<file path="src/rtl/pevf_cfg.svh">
// constants for the peripheral event flag block
`ifndef PEVF_CFG_SVH
`define PEVF_CFG_SVH
`define PEVF_ADDR_W        4
`define PEVF_ADDR_FLAGS    4'h0
`define PEVF_ADDR_MASK     4'h1
`define PEVF_ADDR_STATUS   4'h2
`define PEVF_BIT_PSP       7
`define PEVF_BIT_ADC       6
`define PEVF_BIT_RX        5
`define PEVF_BIT_TX        4
`define PEVF_BIT_SSP       3
`define PEVF_FLAGS_RST     8'h00
`define PEVF_MASK_RST      8'h00
`define PEVF_ZERO8         8'h00
`define PEVF_STICKY_MASK   8'hc8
`define PEVF_LEVEL_MASK    8'h30
`define PEVF_FLAG_W_MASK   8'hc8
`endif

</file>
<file path="src/rtl/pevf_pkg.sv">
// types for the peripheral event flag block
package pevf_pkg;
  typedef struct packed {
    logic psp_done;
    logic adc_done;
    logic rx_full;
    logic tx_empty;
    logic ssp_done;
  } pevf_events_t;

  typedef struct packed {
    logic [3:0] addr;
    logic [7:0] wdata;
    logic       wr;
    logic       rd;
  } pevf_bus_t;
endpackage

</file>
<file path="src/rtl/pevf_sticky.sv">
// one sticky flag bit, set wins over clear
`timescale 1ns/1ns
`default_nettype none
module pevf_sticky (
  input  wire logic mclk,
  input  wire logic rst,
  input  wire logic set_in,
  input  wire logic clr_in,
  output logic      q
);
  typedef struct packed {
    logic q;
  } pevf_sticky_state_t;
  pevf_sticky_state_t s_reg;
  pevf_sticky_state_t s_next;
  always_comb begin
    s_next = s_reg;
    if (clr_in) begin
      s_next.q = 1'b0;
    end
    if (set_in) begin
      s_next.q = 1'b1;
    end
  end
  always_ff @(posedge mclk) begin
    if (rst) begin
      s_reg <= '0;
    end else begin
      s_reg <= s_next;
    end
  end
  assign q = s_reg.q;
endmodule
`default_nettype wire

</file>
<file path="src/rtl/pevf_top.sv">
// peripheral event flag register with interrupt status and mask
//
// The plain strobed port and the register offsets are this design's own decisions.
`timescale 1ns/1ns
`default_nettype none
`include "pevf_cfg.svh"
module pevf_top (
  input  wire logic                  mclk,
  input  wire logic                  rst,
  input  wire pevf_pkg::pevf_bus_t   bus,
  input  wire pevf_pkg::pevf_events_t ev,
  output logic [7:0]                 rdata,
  output logic [7:0]                 peripheral_event_flags,
  output logic                       irq
);
  import pevf_pkg::*;

  typedef struct packed {
    logic [7:0] mask;
    logic [7:0] status;
    logic [7:0] rdata;
    logic       rx_prev;
    logic       tx_prev;
  } pevf_state_t;

  pevf_state_t s_reg;
  pevf_state_t s_next;
  logic [7:0]  flags;
  logic [7:0]  sticky_q;
  logic [7:0]  st_set;
  logic [7:0]  set_vec;
  logic [7:0]  clr_vec;
  logic [7:0]  rd_word;
  logic [7:0]  pend;
  logic        wr_flags;
  logic        wr_mask;
  logic        rd_flags;
  logic        rd_mask;
  logic        rd_status;
  logic        rd_unmapped;
  logic        rx_rise;
  logic        tx_rise;
  logic        psp_q;
  logic        adc_q;
  logic        ssp_q;

  // register decode from the strobes
  always_comb begin
    wr_flags    = 1'b0;
    wr_mask     = 1'b0;
    rd_flags    = 1'b0;
    rd_mask     = 1'b0;
    rd_status   = 1'b0;
    rd_unmapped = 1'b0;
    if (bus.wr) begin
      unique case (bus.addr)
        `PEVF_ADDR_FLAGS: begin
          wr_flags = 1'b1;
        end
        `PEVF_ADDR_MASK: begin
          wr_mask = 1'b1;
        end
        default: begin
          // status and unmapped writes are ignored
          wr_mask = 1'b0;
        end
      endcase
    end
    if (bus.rd) begin
      unique case (bus.addr)
        `PEVF_ADDR_FLAGS: begin
          rd_flags = 1'b1;
        end
        `PEVF_ADDR_MASK: begin
          rd_mask = 1'b1;
        end
        `PEVF_ADDR_STATUS: begin
          rd_status = 1'b1;
        end
        default: begin
          rd_unmapped = 1'b1;
        end
      endcase
    end
  end

  // sticky set sources
  always_comb begin
    set_vec = `PEVF_ZERO8;
    set_vec[`PEVF_BIT_PSP] = ev.psp_done;
    set_vec[`PEVF_BIT_ADC] = ev.adc_done;
    set_vec[`PEVF_BIT_SSP] = ev.ssp_done;
  end

  // write of zero clears, write of one keeps
  always_comb begin
    clr_vec = `PEVF_ZERO8;
    if (wr_flags) begin
      clr_vec = ~bus.wdata & `PEVF_STICKY_MASK;
    end
  end

  // sticky flags, set wins over clear
  pevf_sticky u_psp (
    .mclk   (mclk),
    .rst    (rst),
    .set_in (set_vec[`PEVF_BIT_PSP]),
    .clr_in (clr_vec[`PEVF_BIT_PSP]),
    .q      (psp_q)
  );
  pevf_sticky u_adc (
    .mclk   (mclk),
    .rst    (rst),
    .set_in (set_vec[`PEVF_BIT_ADC]),
    .clr_in (clr_vec[`PEVF_BIT_ADC]),
    .q      (adc_q)
  );
  pevf_sticky u_ssp (
    .mclk   (mclk),
    .rst    (rst),
    .set_in (set_vec[`PEVF_BIT_SSP]),
    .clr_in (clr_vec[`PEVF_BIT_SSP]),
    .q      (ssp_q)
  );

  // sticky bits in register positions
  always_comb begin
    sticky_q = `PEVF_ZERO8;
    sticky_q[`PEVF_BIT_PSP] = psp_q;
    sticky_q[`PEVF_BIT_ADC] = adc_q;
    sticky_q[`PEVF_BIT_SSP] = ssp_q;
  end

  // live flag view, level flags pass straight through
  always_comb begin
    flags = sticky_q;
    flags[`PEVF_BIT_RX] = ev.rx_full;
    flags[`PEVF_BIT_TX] = ev.tx_empty;
  end

  // rising edges of the level flags
  assign rx_rise = ev.rx_full && !s_reg.rx_prev;
  assign tx_rise = ev.tx_empty && !s_reg.tx_prev;

  // status set sources
  always_comb begin
    st_set = `PEVF_ZERO8;
    st_set[`PEVF_BIT_PSP] = ev.psp_done;
    st_set[`PEVF_BIT_ADC] = ev.adc_done;
    st_set[`PEVF_BIT_SSP] = ev.ssp_done;
    st_set[`PEVF_BIT_RX]  = rx_rise;
    st_set[`PEVF_BIT_TX]  = tx_rise;
  end

  // read data for the cycle after the strobe
  always_comb begin
    rd_word = `PEVF_ZERO8;
    if (rd_flags) begin
      rd_word = flags;
    end
    if (rd_mask) begin
      rd_word = s_reg.mask;
    end
    if (rd_status) begin
      rd_word = s_reg.status;
    end
    if (rd_unmapped) begin
      // unmapped addresses read zero
      rd_word = `PEVF_ZERO8;
    end
  end

  // next state: mask, read data, status
  always_comb begin
    s_next = s_reg;
    s_next.rx_prev = ev.rx_full;
    s_next.tx_prev = ev.tx_empty;
    s_next.rdata = rd_word;
    if (wr_mask) begin
      s_next.mask = bus.wdata;
    end
    if (rd_status) begin
      s_next.status = `PEVF_ZERO8;
    end
    // an event in the clearing cycle still lands
    if (|st_set) begin
      s_next.status = s_next.status | st_set;
    end
  end

  // registers, synchronous reset
  always_ff @(posedge mclk) begin
    if (rst) begin
      s_reg.mask    <= `PEVF_MASK_RST;
      s_reg.status  <= `PEVF_ZERO8;
      s_reg.rdata   <= `PEVF_ZERO8;
      // inputs seed the edge detect, no false edge at release
      s_reg.rx_prev <= ev.rx_full;
      s_reg.tx_prev <= ev.tx_empty;
    end else begin
      s_reg <= s_next;
    end
  end

  // pending events after the mask
  always_comb begin
    pend = s_reg.status & s_reg.mask;
  end

  // outputs
  assign rdata = s_reg.rdata;
  assign peripheral_event_flags = flags;
  assign irq = |pend;
endmodule
`default_nettype wire

</file>
<file path="config.mk">
export PLATFORM = sky130hd
export DESIGN_NAME = pevf_top
export DESIGN_NICKNAME = d
export VERILOG_FILES = /design/src/rtl/pevf_pkg.sv /design/src/rtl/pevf_sticky.sv /design/src/rtl/pevf_top.sv
export VERILOG_INCLUDE_DIRS = /design/src /design/src/rtl
export SDC_FILE = /design/constraint.sdc
export NUM_CORES = 1
export LEC_CHECK = 0
export BUFFER_PORTS_ARGS = -buffer_cell sky130_fd_sc_hd__buf_2
export CAP_MARGIN = 25
export CELL_PAD_IN_SITES_DETAIL_PLACEMENT = 1
export CELL_PAD_IN_SITES_GLOBAL_PLACEMENT = 2
export CORE_ASPECT_RATIO = 1.25
export CORE_MARGIN = 2
export CORE_UTILIZATION = 29
export CTS_CLUSTER_DIAMETER = 100
export DETAILED_ROUTE_END_ITERATION = 8
export HOLD_SLACK_MARGIN = 0.12
export PLACE_DENSITY_LB_ADDON = 0.12
export SETUP_SLACK_MARGIN = 0.4
export SYNTH_ARGS = -nofsm -noshare
export SYNTH_HDL_FRONTEND = slang
export SYNTH_SLANG_ARGS = --single-unit
</file>
<file path="constraint.sdc">
create_clock -name mclk -period 1.2 [get_ports mclk]
set_input_delay 0.18 -clock mclk [delete_from_list [all_inputs] [get_ports mclk]]
set_output_delay 0.18 -clock mclk [all_outputs]
set_load 0.01 [all_outputs]
</file>
==> results.yml <==
critical_path:
  cp_cell_sequence: "a222oi_1 -> nand2_1 -> buf_2"
  cp-end-kind: "output pin"
  crit_arrival_ns: 1.23
  crit_slowest_cell: "a222oi_1"
  crit_buf_inv: 1
  start_kind: "flop"
  crit_type: "flop to output pin"
  critical_path.top_delay_family: "compound AO/OA/AOI/OAI gates"
  required_ns: 1.02
  path_max_fanout: 2
  cp_slowest_stage_delay_ns: 0.39
layout:
  layout_commonest_cell: "buf_2"
  area_delta_synth_final_pct: 57.4
  diodes: 0
  fin_cells: 224
  seqCellArea_sq_um: 536
  fin_util: 0.471
  layout_common_cells: "buf_2 (24), buf_6 (16), dfxtp_1 (14)"
  final_nets: 190
  largest_reg_flops: 15
  multi_input_comb_area_sq_um: 697
  fillers: 472
  post_route_cells_drive_above_1_share: 0.637
detailed_routing:
  ant_nets: 0
  initialDrtViolationCount: 15
  first_pass_iters: 4
  via_per_inst: 4.92
  num_vias: 1102
  finalWirelength_um: 3610
  drcViolationCount: 0
  wire_per_inst_um: 16.1
logic_synthesis:
  synthArstFlopShare: 0
  synthFlopType: "dfxtp_1"
  yosysWarningCount: 0
  synth_area_per_cell_sq_um: 9.42
  synthCells: 128
  syn_area_sq_um: 1210
  synth_seq_cells: 26
  post-synth-top-area-fraction: 0.432
  yosysTopAreaCell: "dfxtp_1"
  synth.distinct_cells: 25
  synth_edf_count: 0
  yosys-top-cells-area: "dfxtp_1 (43%), buf_4 (11%), a311oi_1 (8.0%), a31o_1 (5.8%), a22oi_1 (3.7%)"
  seq_area_frac_synth: 0.432
status:
  violations: "negative setup slack"
  status: "finished with violations"
timing:
  finClkSkew_ns: 0.00127
  setup_viol: 1
  finalHoldViolations: 0
  setup_ws_ns: -0.208
  timing.final.crit_period_ns: 1.41
  rsz0062_at_grt: "yes"
  fin_crit_sh: 1.17
  hold_slack_ns: 0.135
  fmax_mhz: 710
  maxSlewViolCount: 0
die:
  ioPinCount: 38
  die_width_um: 61.7
  die_h_um: 76.1
  dieArea_sq_um: 4690
  initial_core_util: 0.299
  core_area_sq_um: 4030
  row_count: 26
run:
  cap_viol_max_count: 0
place:
  dp_cells: 210
  place_congestion: 0.753
  place_ws_ns: 0.0161
  port_buffers: 34
  hpwl_um: 2530
pwr:
  vdd_drop_max_mv: 0.455
  power_density_nw_per_um2: 1050
  p_leak_uw: 0.000729
clock_tree:
  clk_path_buf_depth: 2
  cts_tree: "done"
  clockRootBuffer: "clkbuf_8"
  htree_levels: 1
  cts.sinks: 26
  cts.clk_slew.worst_paths_ns: 0.09
  cts_buffers: 3
  worstSkewPairLatency_ns: 0.27
global_route:
  grt_pass1_wl_um: 5730
  track_usage: 0.159
  first_global_vias: 1153
  grt_antenna_before_repair: 0
  grt_max_degree: 16
  grt_overflow: 0
min_path:
  min_path_type: "input pin to flop"
-- worst paths after layout --
check	to	depth (start not counted)	slack (ns)	from
setup / recovery	irq	3	-0.21	s_reg[16]$_SDFF_PP0_
hold / removal	s_reg[20]$_SDFFE_PP0P_	2	0.13	bus[4]
setup reg to reg	s_reg[21]$_SDFFE_PP0P_	4	0.35	s_reg[21]$_SDFFE_PP0P_
hold reg to reg	rdata[0]$_SDFF_PP0_	2	0.46	s_reg[18]$_SDFFE_PP0P_
-- worst register-to-register path: stages (launching register included) --
cell,delay [ns]
dfxtp_2,0.35
buf_6,0.11
inv_2,0.03
a311oi_2,0.18
a31o_1,0.12
-- logic make-up after synthesis --
kind of cell,count (synthesis),synth area share
buffers and inverters,33,0.163
AND/OR/NAND/NOR,30,0.148
other,1,0.00311
flip-flops,26,0.432
AO/OA/AOI/OAI,38,0.254
-- power by group --
part | switching (uW) | internal [uW]
clock | 282 | 446
combinational | 175 | 169
sequential | 22.8 | 896
-- cell usage after synthesis, drive strengths merged, types with 2 or more instances --
library cell  count
a311oi           11
nor3              3
clkbuf            2
a31o              8
nand3             5
nor4              4
dfxtp            26
buf              22
a22o              5
inv               9
nand2             8
a22oi             6
nor2              6
o21ai             5
-- final cells by class --
cell class | count | share of cell area
multi-input cells | 72 | 0.367
flip-flops and latches | 26 | 0.282
repair buffers | 57 | 0.258
well taps | 56 | 0.0369
clock buffers | 3 | 0.0218
inverters | 9 | 0.0178
clock inverters | 1 | 0.0158
-- repair_timing --
| item | in CTS | in global routing |
|---|---|---|
| buffers inserted | 5 | 2 |
| endpoints found under the hold margin | 3 | 0 |
| resized for setup | 43 | 30 |
| cloned | 1 | 0 |
| hold buffers | 2 | 0 |
| endpoints found under the setup margin | 33 | 36 |
| pin swaps | 18 | 20 |
-- metrics by stage --
stage	TNS (ns)	cell area, sq um	total power [uW]
floorplan	0	1270	1070
global placement	0	1460	1170
detailed placement	0	1460	1170
CTS	-0.224	1750	1980
global route	-0.259	1900	2070
finish	-0.208	1900	1990
-- per-layer routing --
metal,share of wire,GRT usage,vias up
li1,-,-,533
met1,0.42,0.192,545
met2,0.54,0.275,20
met3,0.028,0.0255,4
met4,0.012,0.0511,0
met5,0,0,-
(Power assumes the default switching activity.)
